[config.mk]
export PLATFORM = sky130hd
export DESIGN_NAME = slvc_regs
export DESIGN_NICKNAME = d
export VERILOG_FILES = /design/src/rtl/slvc_pkg.sv /design/src/rtl/slvc_wreg.sv /design/src/rtl/slvc_idle_timer.sv /design/src/rtl/slvc_regs.sv
export SDC_FILE = /design/constraint.sdc
export NUM_CORES = 1
export LEC_CHECK = 0
export ABC_AREA = 0
export BUFFER_PORTS_ARGS = -buffer_cell sky130_fd_sc_hd__buf_4
export CORE_MARGIN = 3
export CORE_UTILIZATION = 30
export CTS_BUF_LIST = sky130_fd_sc_hd__clkbuf_8
export DETAILED_ROUTE_END_ITERATION = 7
export HOLD_SLACK_MARGIN = 0.1
export SLEW_MARGIN = 20
export SYNTH_ARGS = -nofsm -noshare
export SYNTH_HDL_FRONTEND = slang
export SYNTH_SLANG_ARGS = --single-unit
[constraint.sdc]
create_clock -name core_clk -period 5.85 [get_ports core_clk]
set_input_delay 0.8775 -clock core_clk [delete_from_list [all_inputs] [get_ports core_clk]]
set_output_delay 0.8775 -clock core_clk [all_outputs]
set_load 0.02 [all_outputs]
[src/rtl/slvc_pkg.sv]
// package: register map, field layouts and timing constants for the link register block
package slvc_pkg;

  // register byte offsets within the 4K block
  localparam logic [11:0] OFF_VC_HDR      = 12'h000;
  localparam logic [11:0] OFF_PVC_CAP1    = 12'h004;
  localparam logic [11:0] OFF_PVC_CAP2    = 12'h008;
  localparam logic [11:0] OFF_PVC_CTL     = 12'h00c;
  localparam logic [11:0] OFF_VC0_RCAP    = 12'h010;
  localparam logic [11:0] OFF_VC0_RCTL    = 12'h014;
  localparam logic [11:0] OFF_VC0_RSTS    = 12'h01a;
  localparam logic [11:0] OFF_VC1_RCAP    = 12'h01c;
  localparam logic [11:0] OFF_VC1_RCTL    = 12'h020;
  localparam logic [11:0] OFF_VC1_RSTS    = 12'h026;
  localparam logic [11:0] OFF_LINK_CAP    = 12'h084;
  localparam logic [11:0] OFF_LINK_CTL    = 12'h088;
  localparam logic [11:0] OFF_LINK_STS    = 12'h08a;
  localparam logic [11:0] OFF_CNTDN_CTL   = 12'h208;

  // capability header fields
  localparam logic [11:0] HDR_NEXT_PTR    = 12'h040;
  localparam logic [3:0]  HDR_VERSION     = 4'h1;
  localparam logic [15:0] HDR_CAP_ID      = 16'h0002;

  // reset values
  localparam logic [31:0] RST_PVC_CAP1    = 32'h0000_0001;
  localparam logic [31:0] RST_PVC_CAP2    = 32'h0000_0001;
  localparam logic [15:0] RST_PVC_CTL     = 16'h0000;
  localparam logic [31:0] RST_VC0_RCAP    = 32'h0000_0001;
  localparam logic [31:0] RST_VC0_RCTL    = 32'h8000_00ff;
  localparam logic [15:0] RST_VC0_RSTS    = 16'h0002;
  localparam logic [31:0] RST_VC1_RCAP    = 32'h0001_0001;
  localparam logic [31:0] RST_VC1_RCTL    = 32'h0100_0000;
  localparam logic [15:0] RST_VC1_RSTS    = 16'h0002;
  localparam logic [31:0] RST_LINK_CAP    = 32'h0000_2689;
  localparam logic [15:0] RST_LINK_CTL    = 16'h0000;
  localparam logic [15:0] RST_LINK_STS    = 16'h0001;
  localparam logic [31:0] RST_CNTDN_CTL   = 32'h0000_7cb0;

  // writable masks
  localparam logic [31:0] WM_PVC_CAP1     = 32'h0000_0007;
  localparam logic [15:0] WM_PVC_CTL      = 16'h000e;
  localparam logic [31:0] WM_VC_RCTL      = 32'h0f00_00fe;
  localparam logic [15:0] WM_LINK_CTL     = 16'h00c3;
  localparam logic [31:0] WM_CNTDN_CTL    = 32'hff27_ffff;
  localparam int          CNTDN_AGGR_BIT  = 21;

  // idle timing: unit time per fast training sequence, core clock period
  localparam int          FTS_UNIT_PS     = 4000;
  localparam int          CLK_PERIOD_PS   = 100000;
  localparam int          FTS_WIDTH       = 8;
  // longest time rounds down, at least one cycle
  localparam int          UNITS_PER_CYC   = CLK_PERIOD_PS / FTS_UNIT_PS;
  localparam int          AGGR_DIV        = 4;

  // register access request
  typedef struct packed {
    logic        rd;
    logic        wr;
    logic [11:0] addr;
    logic [3:0]  be;
    logic [31:0] wdata;
  } slvc_req_t;

  typedef enum logic [1:0] {IDLE_RUN, IDLE_WAIT, IDLE_L0S} slvc_idle_t;

endpackage : slvc_pkg

[src/rtl/slvc_wreg.sv]
// byte-lane writable register with a write mask and reset value
`timescale 1ns/10ps
`default_nettype none
module slvc_wreg
  import slvc_pkg::*;
#(
  parameter int          WIDTH = 32,
  parameter logic [31:0] RSTV  = 32'h0000_0000,
  parameter logic [31:0] WMASK = 32'h0000_0000
)(
  // clock and reset
  input  wire logic             core_clk,
  input  wire logic             rstn,
  // write port
  input  wire logic             wrEn,
  input  wire logic [3:0]       wrBe,
  input  wire logic [31:0]      wrData,
  // stored value
  output logic      [WIDTH-1:0] value
);

  initial
  begin
    if (WIDTH != 16 && WIDTH != 32)
      $error("slvc_wreg width must be 16 or 32");
  end

  logic [31:0] value_r;
  logic [31:0] value_nxt;
  logic [31:0] laneMask;

  always_comb
  begin
    for (int i = 0; i < 4; i++)
      laneMask[i*8 +: 8] = {8{wrBe[i]}};
    value_nxt = value_r;
    if (wrEn)
      value_nxt = (value_r & ~(WMASK & laneMask)) | (wrData & WMASK & laneMask);
  end

  always_ff @(posedge core_clk or negedge rstn)
  begin
    if (!rstn)
      value_r <= RSTV;
    else
      value_r <= value_nxt;
  end

  assign value = value_r[WIDTH-1:0];

endmodule // slvc_wreg
`default_nettype wire

[src/rtl/slvc_idle_timer.sv]
// link idle timer deciding when to move from L0 into L0s
`timescale 1ns/10ps
`default_nettype none
module slvc_idle_timer
  import slvc_pkg::*;
#(
  parameter int FTS_W = FTS_WIDTH
)(
  // clock and reset
  input  wire logic             core_clk,
  input  wire logic             rstn,
  // control
  input  wire logic             aggrEn,
  input  wire logic [FTS_W-1:0] ftsRequired,
  input  wire logic             linkIdle,
  // result
  output logic                  enterL0s
);

  localparam int CW = FTS_W + 1;

  slvc_idle_t     state_r;
  slvc_idle_t     state_nxt;
  logic [CW-1:0]  count_r;
  logic [CW-1:0]  count_nxt;
  logic [CW-1:0]  target;
  logic [CW-1:0]  fullWait;
  logic           enter_r;
  logic           enter_nxt;

  always_comb
  begin
    // fts count x 4ns in core cycles, rounded down, at least one
    fullWait = CW'(ftsRequired / UNITS_PER_CYC);
    if (aggrEn)
      fullWait = fullWait / CW'(AGGR_DIV);
    if (fullWait == '0)
      fullWait = CW'(1);
    target = fullWait;
  end

  always_comb
  begin
    state_nxt = state_r;
    count_nxt = count_r;
    enter_nxt = 1'b0;
    unique case (state_r)
      IDLE_RUN:
      begin
        count_nxt = '0;
        if (linkIdle)
          state_nxt = IDLE_WAIT;
      end
      IDLE_WAIT:
      begin
        if (!linkIdle)
          state_nxt = IDLE_RUN;
        else if (count_r + CW'(1) >= target)
        begin
          state_nxt = IDLE_L0S;
          enter_nxt = 1'b1;
        end
        else
          count_nxt = count_r + CW'(1);
      end
      IDLE_L0S:
      begin
        enter_nxt = linkIdle;
        if (!linkIdle)
          state_nxt = IDLE_RUN;
      end
    endcase
  end

  always_ff @(posedge core_clk or negedge rstn)
  begin
    if (!rstn)
    begin
      state_r <= IDLE_RUN;
      count_r <= '0;
      enter_r <= 1'b0;
    end
    else
    begin
      state_r <= state_nxt;
      count_r <= count_nxt;
      enter_r <= enter_nxt;
    end
  end

  assign enterL0s = enter_r;

endmodule // slvc_idle_timer
`default_nettype wire

[src/rtl/slvc_regs.sv]
// register block for the chip-to-chip link: vc capability, link and countdown control
//
// Summary of operation
// - normal L0s entry waits fts count times 4ns
// - aggressive entry waits one quarter of that
// - aggressive bit read/write, resets zero, runtime changeable
// - header bits 31:20 read next pointer 040h
// - header bits 19:16 read version 1
// - header bits 15:0 read capability id 0002h
// - vc capability sits at offset zero
`timescale 1ns/10ps
`default_nettype none
module slvc_regs
  import slvc_pkg::*;
#(
  parameter int FTS_W = FTS_WIDTH
)(
  // clock and reset
  input  wire logic             core_clk,
  input  wire logic             rstn,
  // register access
  input  wire slvc_req_t        req,
  output logic                  rdValid,
  output logic [31:0]           rdData,
  // link side
  input  wire logic [FTS_W-1:0] ftsRequired,
  input  wire logic             linkIdle,
  output logic                  enterL0s,
  output logic                  aggrL0sEn
);

  initial
  begin
    if (FTS_W < 1 || FTS_W > 16)
      $error("slvc_regs fts width out of range");
  end

  logic [31:0] pvcCap1;
  logic [15:0] pvcCtl;
  logic [31:0] vc0Rctl;
  logic [31:0] vc1Rctl;
  logic [15:0] linkCtl;
  logic [31:0] cntdnCtl;
  logic [31:0] vcHeader;
  logic [31:0] rdWord;
  logic [31:0] rdData_r;
  logic [31:0] rdData_nxt;
  logic        rdValid_r;
  logic        rdValid_nxt;
  logic        aggr_r;
  logic        aggr_nxt;
  logic        wPvcCap1;
  logic        wPvcCtl;
  logic        wVc0;
  logic        wVc1;
  logic        wLink;
  logic        wCntdn;
  logic [11:0] wordAddr;

  // word aligned decode; 16-bit registers at +2 use upper lanes
  assign wordAddr = {req.addr[11:2], 2'b00};
  assign wPvcCap1 = req.wr && wordAddr == OFF_PVC_CAP1;
  assign wPvcCtl  = req.wr && wordAddr == OFF_PVC_CTL;
  assign wVc0     = req.wr && wordAddr == OFF_VC0_RCTL;
  assign wVc1     = req.wr && wordAddr == OFF_VC1_RCTL;
  assign wLink    = req.wr && wordAddr == OFF_LINK_CTL;
  assign wCntdn   = req.wr && wordAddr == OFF_CNTDN_CTL;

  assign vcHeader = {HDR_NEXT_PTR, HDR_VERSION, HDR_CAP_ID};

  slvc_wreg #(.WIDTH(32), .RSTV(RST_PVC_CAP1), .WMASK(WM_PVC_CAP1)) uPvcCap1 (
    .core_clk (core_clk),
    .rstn     (rstn),
    .wrEn     (wPvcCap1),
    .wrBe     (req.be),
    .wrData   (req.wdata),
    .value    (pvcCap1)
  );

  slvc_wreg #(.WIDTH(16), .RSTV({16'h0000, RST_PVC_CTL}),
              .WMASK({16'h0000, WM_PVC_CTL})) uPvcCtl (
    .core_clk (core_clk),
    .rstn     (rstn),
    .wrEn     (wPvcCtl),
    .wrBe     (req.be),
    .wrData   (req.wdata),
    .value    (pvcCtl)
  );

  slvc_wreg #(.WIDTH(32), .RSTV(RST_VC0_RCTL), .WMASK(WM_VC_RCTL)) uVc0Rctl (
    .core_clk (core_clk),
    .rstn     (rstn),
    .wrEn     (wVc0),
    .wrBe     (req.be),
    .wrData   (req.wdata),
    .value    (vc0Rctl)
  );

  slvc_wreg #(.WIDTH(32), .RSTV(RST_VC1_RCTL), .WMASK(WM_VC_RCTL)) uVc1Rctl (
    .core_clk (core_clk),
    .rstn     (rstn),
    .wrEn     (wVc1),
    .wrBe     (req.be),
    .wrData   (req.wdata),
    .value    (vc1Rctl)
  );

  slvc_wreg #(.WIDTH(16), .RSTV({16'h0000, RST_LINK_CTL}),
              .WMASK({16'h0000, WM_LINK_CTL})) uLinkCtl (
    .core_clk (core_clk),
    .rstn     (rstn),
    .wrEn     (wLink),
    .wrBe     (req.be),
    .wrData   (req.wdata),
    .value    (linkCtl)
  );

  // countdown control: aggressive bit writable any time, no link reset
  slvc_wreg #(.WIDTH(32), .RSTV(RST_CNTDN_CTL), .WMASK(WM_CNTDN_CTL)) uCntdn (
    .core_clk (core_clk),
    .rstn     (rstn),
    .wrEn     (wCntdn),
    .wrBe     (req.be),
    .wrData   (req.wdata),
    .value    (cntdnCtl)
  );

  slvc_idle_timer #(.FTS_W(FTS_W)) uIdle (
    .core_clk    (core_clk),
    .rstn        (rstn),
    .aggrEn      (cntdnCtl[CNTDN_AGGR_BIT]),
    .ftsRequired (ftsRequired),
    .linkIdle    (linkIdle),
    .enterL0s    (enterL0s)
  );

  // read mux; unlisted offsets return zero
  always_comb
  begin
    rdWord = 32'h0000_0000;
    unique case (wordAddr)
      OFF_VC_HDR:    rdWord = vcHeader;
      OFF_PVC_CAP1:  rdWord = pvcCap1;
      OFF_PVC_CAP2:  rdWord = RST_PVC_CAP2;
      OFF_PVC_CTL:   rdWord = {16'h0000, pvcCtl};
      OFF_VC0_RCAP:  rdWord = RST_VC0_RCAP;
      OFF_VC0_RCTL:  rdWord = vc0Rctl | RST_VC0_RCTL & ~WM_VC_RCTL;
      {OFF_VC0_RSTS[11:2], 2'b00}: rdWord = {RST_VC0_RSTS, 16'h0000};
      OFF_VC1_RCAP:  rdWord = RST_VC1_RCAP;
      OFF_VC1_RCTL:  rdWord = vc1Rctl;
      {OFF_VC1_RSTS[11:2], 2'b00}: rdWord = {RST_VC1_RSTS, 16'h0000};
      OFF_LINK_CAP:  rdWord = RST_LINK_CAP;
      OFF_LINK_CTL:  rdWord = {RST_LINK_STS, linkCtl};
      OFF_CNTDN_CTL: rdWord = cntdnCtl;
      default:       rdWord = 32'h0000_0000;
    endcase
  end

  always_comb
  begin
    rdValid_nxt = req.rd;
    rdData_nxt  = req.rd ? rdWord : 32'h0000_0000;
    aggr_nxt    = cntdnCtl[CNTDN_AGGR_BIT];
  end

  always_ff @(posedge core_clk or negedge rstn)
  begin
    if (!rstn)
    begin
      rdValid_r <= 1'b0;
      rdData_r  <= 32'h0000_0000;
      aggr_r    <= 1'b0;
    end
    else
    begin
      rdValid_r <= rdValid_nxt;
      rdData_r  <= rdData_nxt;
      aggr_r    <= aggr_nxt;
    end
  end

  assign rdValid   = rdValid_r;
  assign rdData    = rdData_r;
  assign aggrL0sEn = aggr_r;

endmodule // slvc_regs
`default_nettype wire

; ---- Word-level counts from Yosys, hierarchy flattened
; Index checks and enable logic that the tools add are counted.
; W data, S select, Z words.
[classes]
n_reduce_logical = 14
magnitude_cmp = 1
div = 1
n_bitwise = 22
addsub = 1
eq_ne = 19
mux = 15
[ops]
columns = op, count
row1 = $pmux W32 S11, 1
row2 = $and A32 B32 Y32, 7
row3 = $or A32 B32 Y32, 6
row4 = $eq A10 B3 Y1 const B, 4
row5 = $mux W9, 4
row6 = $and A28 B32 Y32, 1
row7 = $and A3 B32 Y32, 1
row8 = $and A4 B32 Y32, 1
row9 = $and A8 B32 Y32, 1
row10 = $div A8 B5 Y32 const B, 1
row11 = $mux W32, 1
row12 = $not A28 Y32, 1
row13 = $not A3 Y32, 1
row14 = $not A32 Y32, 1
row15 = $not A4 Y32, 1
row16 = $not A8 Y32, 1
row17 = $eq A10 B2 Y1 const B, 2
row18 = $eq A10 B4 Y1 const B, 2
row19 = $eq A10 B6 Y1 const B, 2
row20 = $pmux W9 S2, 1
row21 = $logic_not A12 Y1, 1
row22 = $eq A10 B1 Y1 const B, 1
row23 = $eq A10 B8 Y1 const B, 1
row24 = $add A9 B1 Y9 const B, 1
row25 = 15 further kinds, 29
[word_totals]
reg_bits = 238
inputBits = 61
out_inout_bits = 35

; ---- Logic depth before layout (Yosys ltp)
[depth]
depth_word = 8
ltp_mapped = 27
ltp_nobuf = 26

; ---- Cells and area by module
; A second synthesis with hierarchy kept.
[unflattened]
hier_cells = 699
hier_area_um2 = 7178.1
[modules_own_cells]
columns = module, area_each_um2, cells_per_inst, instances
row1 = slvc_regs, 2797.7, 301, 1
row2 = slvc_idle_timer, 1306.3, 160, 1
row3 = slvc_wreg (uCntdn), 1082.3, 65, 1
row4 = slvc_wreg (uVc0Rctl), 583.1, 47, 1
row5 = slvc_wreg (uVc1Rctl), 571.8, 46, 1
row6 = slvc_wreg (uPvcCap1), 349.1, 37, 1
row7 = slvc_wreg (uLinkCtl), 260.2, 22, 1
row8 = slvc_wreg (uPvcCtl), 227.7, 21, 1

; ---- Worst setup path after synthesis
; OpenSTA, ideal clock, no wires.
[synth_path]
kind = input to register
from = in ftsRequired[4]
to = reg uIdle.count_r[3]
arrival_time_ps = 6057
setup_time_ps = 128
required_ps = 5722
stages = 27
slack_ps = -335
cell_sequence = buf_6 -> nor3_4 -> nor2_1 -> ha_1 -> nand3b_1 -> o21a_4 -> o21ai_2 -> and2_1 -> inv_1 -> ha_1 -> or3_1 -> a21oi_1 -> a211o_1 -> o41ai_1 -> a21oi_1 -> o2bb2ai_1 -> and4_1 -> a2111o_1 -> ha_1 -> nand2b_1 -> a21o_1 -> a21o_1 -> a2111oi_2 -> nand3_1 -> a21boi_1 -> o21ai_0 -> o31ai_1
[synth_via]
elab_chain_cells = 7
[synth_lines]
columns = element, line
row1 = "start, declared", slvc_regs.sv:26  ; input wire logic [FTS_W-1:0] ftsRequired,
row2 = $div A8 B5 Y32 *, slvc_idle_timer.sv:34  ; fullWait = CW'(ftsRequired / UNITS_PER_CYC);
row3 = $mux W9 *, slvc_idle_timer.sv:35  ; if (aggrEn)
row4 = $logic_not A9 Y1, slvc_idle_timer.sv:37  ; if (fullWait == '0)
row5 = $mux W9 *, slvc_idle_timer.sv:37
row6 = $ge A9 B9 Y1 *, slvc_idle_timer.sv:58  ; else if (count_r + CW'(1) >= target)
row7 = $ne A2 B2 Y1 (no line) *, --
row8 = $reduce_and A3 Y1 (no line) *, --
row9 = "end signal, assigned", slvc_idle_timer.sv:86  ; count_r <= count_nxt;
row10 = "end, declared", slvc_idle_timer.sv:24  ; logic [CW-1:0] count_r;
; Mark *: on every way between the ends. The rest lies on a longest branch, timed or not.
; A chain may end at the register's enable or synchronous reset.

; ---- Worst setup path after layout
[layout_path]
from = in ftsRequired[4]
to = reg uIdle.count_r[2]
; Same word-level chain as after synthesis.

==> impl_metrics.yaml <==
sta:
  slew_viol_final: 0
  max_freq_mhz: 180
  max_slew_margin_pct: 43.3
  finClkSkew_ps: 6.98
  hold_violations: 0
  tightest_slew_ps: 851
  finalCritPeriodShare_pct: 94.9
  setup_violations: 0
  period_minus_slack_ps: 5550
floorplan:
  design.die.area_mm2: 0.0195
  chipHeight_um: 140
  io_pins: 96
  num_rows: 48
  initial_core_util_pct: 30.8
  core_mm2: 0.0174
  die_x_um: 140
clock_tree:
  h-tree-depth: 3
  cts_tree: "built"
  root_buffer: "clkbuf_8"
  postCtsHoldBufs: 0
  cts_buffer_depth: 2
  cts.clk_slew.worst_paths_ps: 110
  cts_buffers: 9
  clk_latency_ps: 380
  clock_sinks: 102
placement:
  routabilityCongestion: 0.832
  port_buffers: 85
  dpl_cell_area_mm2: 0.00634
  place_hpwl_um: 9930
  placedCellCount: 790
cells_and_area:
  drive_gt1_share_pct: 39.9
  mostFrequentLayoutCells: "buf_4 (105), dfrtp_1 (85), mux2_2 (63)"
  nets: 651
  syn2layout_area_growth_pct: 23.6
  layout_commonest_cell: "buf_4"
  finalInstanceArea_mm2: 0.00662
  instances_no_fill: 809
  n_antenna_cell: 0
global_route:
  gr-total-overflow: 0
  grt_usage_pct: 14.0
  grt_pass1_vias: 4333
  grt_pass1_wl_um: 22300
  grt_antenna_before_repair: 0
  grt_max_degree: 69
critical_path:
  required_ps: 6110
  critPathMaxStageDelay_ps: 420
  path_max_fanout: 5
  critPathArrivalTime_ps: 5810
  cp-end-kind: "register"
  r2r_cells: 12
  crit_top_cell: "a21o_1"
  critPathLaunchType: "primary input"
  crit_type: "primary input to register"
  r2r-end: "uIdle.count_r[2]"
  slowest_stage: "a2111oi_4"
  ff2ff_setup_slack_ps: 2740
synth:
  synth-edff-count: 0
  avgSynthCellArea_um2: 11.1
  ys_warn_count: 0
  async_flop_share_pct: 100
  synth_seq_area_share_pct: 48.0
  synth_largest_area_cell: "dfrtp_1"
  syn_inst: 481
  yosysUniqueCellTypes: 72
  yosys-top-cells-area: "dfrtp_1 (40%), mux2_2 (13%), dfstp_2 (8.3%)"
  yosys.area.top_type_share_pct: 39.7
  synth-main-ff-cell: "dfrtp_1"
  synthesis.area_mm2: 0.00536
  synth_seq_cells: 102
power_and_ir_drop:
  p_int_mw: 1.14
  p_leak_nw: 3.11
  swShare_pct: 30.0
  p_comb_share_pct: 22.7
  pwr_density_cell_mw_per_mm2: 246
  peakVddDrop_v: 0.000160
  switchingPower_mw: 0.488
  total_power_mw: 1.63
  power_frac_seq_pct: 45.6
  clockPowerShare_pct: 31.7
detailed_routing:
  vias_per_cell: 5.15
  dr.max_layer_used: "met4"
  routed_wl_um: 13600
  wl_met3_um: 709
  avgRoutedWirePerCell_um: 16.8
  wl_met1_um: 6000
  vias: 4165
  drc_errors: 0
  ant_nets: 0
  drt_iter0_drc: 333
  wl_met2_um: 6710
  dr.pass1.iters: 6
job:
  maxCapViolations: 0
worst_hold_path:
  hold_path_class: "primary input to async pin"
outcome:
  status: "complete, no violations"
[metrics by stage]
stage          TNS [ps]  worst slack (ps)  utilization, %  hold slack (ps)
2_1_floorplan         0              1.99               -              470
3_3_place_gp      -14.1             -14.1            36.4              481
3_5_place_dp       -201              -101            36.4              484
4_1_cts               0               312            37.8              422
5_1_grt           -23.5             -13.4            38.0              437
6_report              0               298            38.0              437
[cell families after synthesis]
kind of cell | synth area share (%)
xor gates and xnor gates | 0.981
buffers and inverters | 3.41
adders and majority gates | 2.57
DFF | 48.0
muxes | 13.6
AOI/OAI and AO/OA | 15.6
other | 0.0700
and+or+nand+nor | 15.8
[worst max-delay path: cells and delay by family]
kind | cells | cell delay, ps
AOI/OAI and AO/OA | 13 | 2600
and+or+nand+nor | 9 | 1260
buffers and inverters | 3 | 310
adders and majority gates | 3 | 740
[repair_timing]
item                                    in CTS  in global routing
buffers inserted                             0                  2
gates resized for setup                      0                 10
endpoints found under the setup margin       0                  2
[power by group through the flow]
stage | sequential, mW | clock, mW | combinational, mW
6_report | 0.744 | 0.517 | 0.369
5_1_grt | 0.747 | 0.567 | 0.407
4_1_cts | 0.743 | 0.540 | 0.342
3_5_place_dp | 0.756 | 0 | 0.341
3_3_place_gp | 0.755 | 0 | 0.327
2_1_floorplan | 0.754 | 0 | 0.218
[per-layer routing]
layer  track usage (%)  vias to the layer above
met5                 0                        -
met4              3.42                        0
met3              3.78                       15
met2              23.3                      113
met1              18.2                     2069
li1                  -                     1968
[worst max-delay path by stage]
stage	startpoint	endpoint	slack, ps	cells after the start
after detailed placement	ftsRequired[3]	uIdle.count_r[2]	-100	27
after floorplan	ftsRequired[4]	uIdle.count_r[3]	2	27
after global routing	ftsRequired[4]	uIdle.count_r[3]	-10	27
final	ftsRequired[4]	uIdle.count_r[2]	300	28
after global placement	ftsRequired[3]	uIdle.count_r[3]	-10	27
after CTS	ftsRequired[3]	uIdle.count_r[2]	310	27
[synth_stat cells, types with 5 or more instances]
master	number
a222oi_1	7
nand2_1	38
a22oi_1	6
nor2_1	30
and2_1	7
dfstp_2	17
nor3_1	9
clkbuf_1	10
nand2b_1	11
buf_2	5
o21ai_0	19
and3_1	13
ha_1	11
inv_1	12
nand3_1	16
nor4_1	6
mux2_2	63
a21oi_1	19
dfrtp_1	85
[area by class of cell]
type | instances | area, um2
clock buffers | 9 | 124
well taps | 225 | 282
multi-input cells | 348 | 2690
flip-flops and latches | 102 | 2570
clock inverters | 7 | 111
fillers | 1721 | 10800
inverters | 12 | 45.0
repair buffers | 106 | 800
Power figures use the tool's default switching activity.
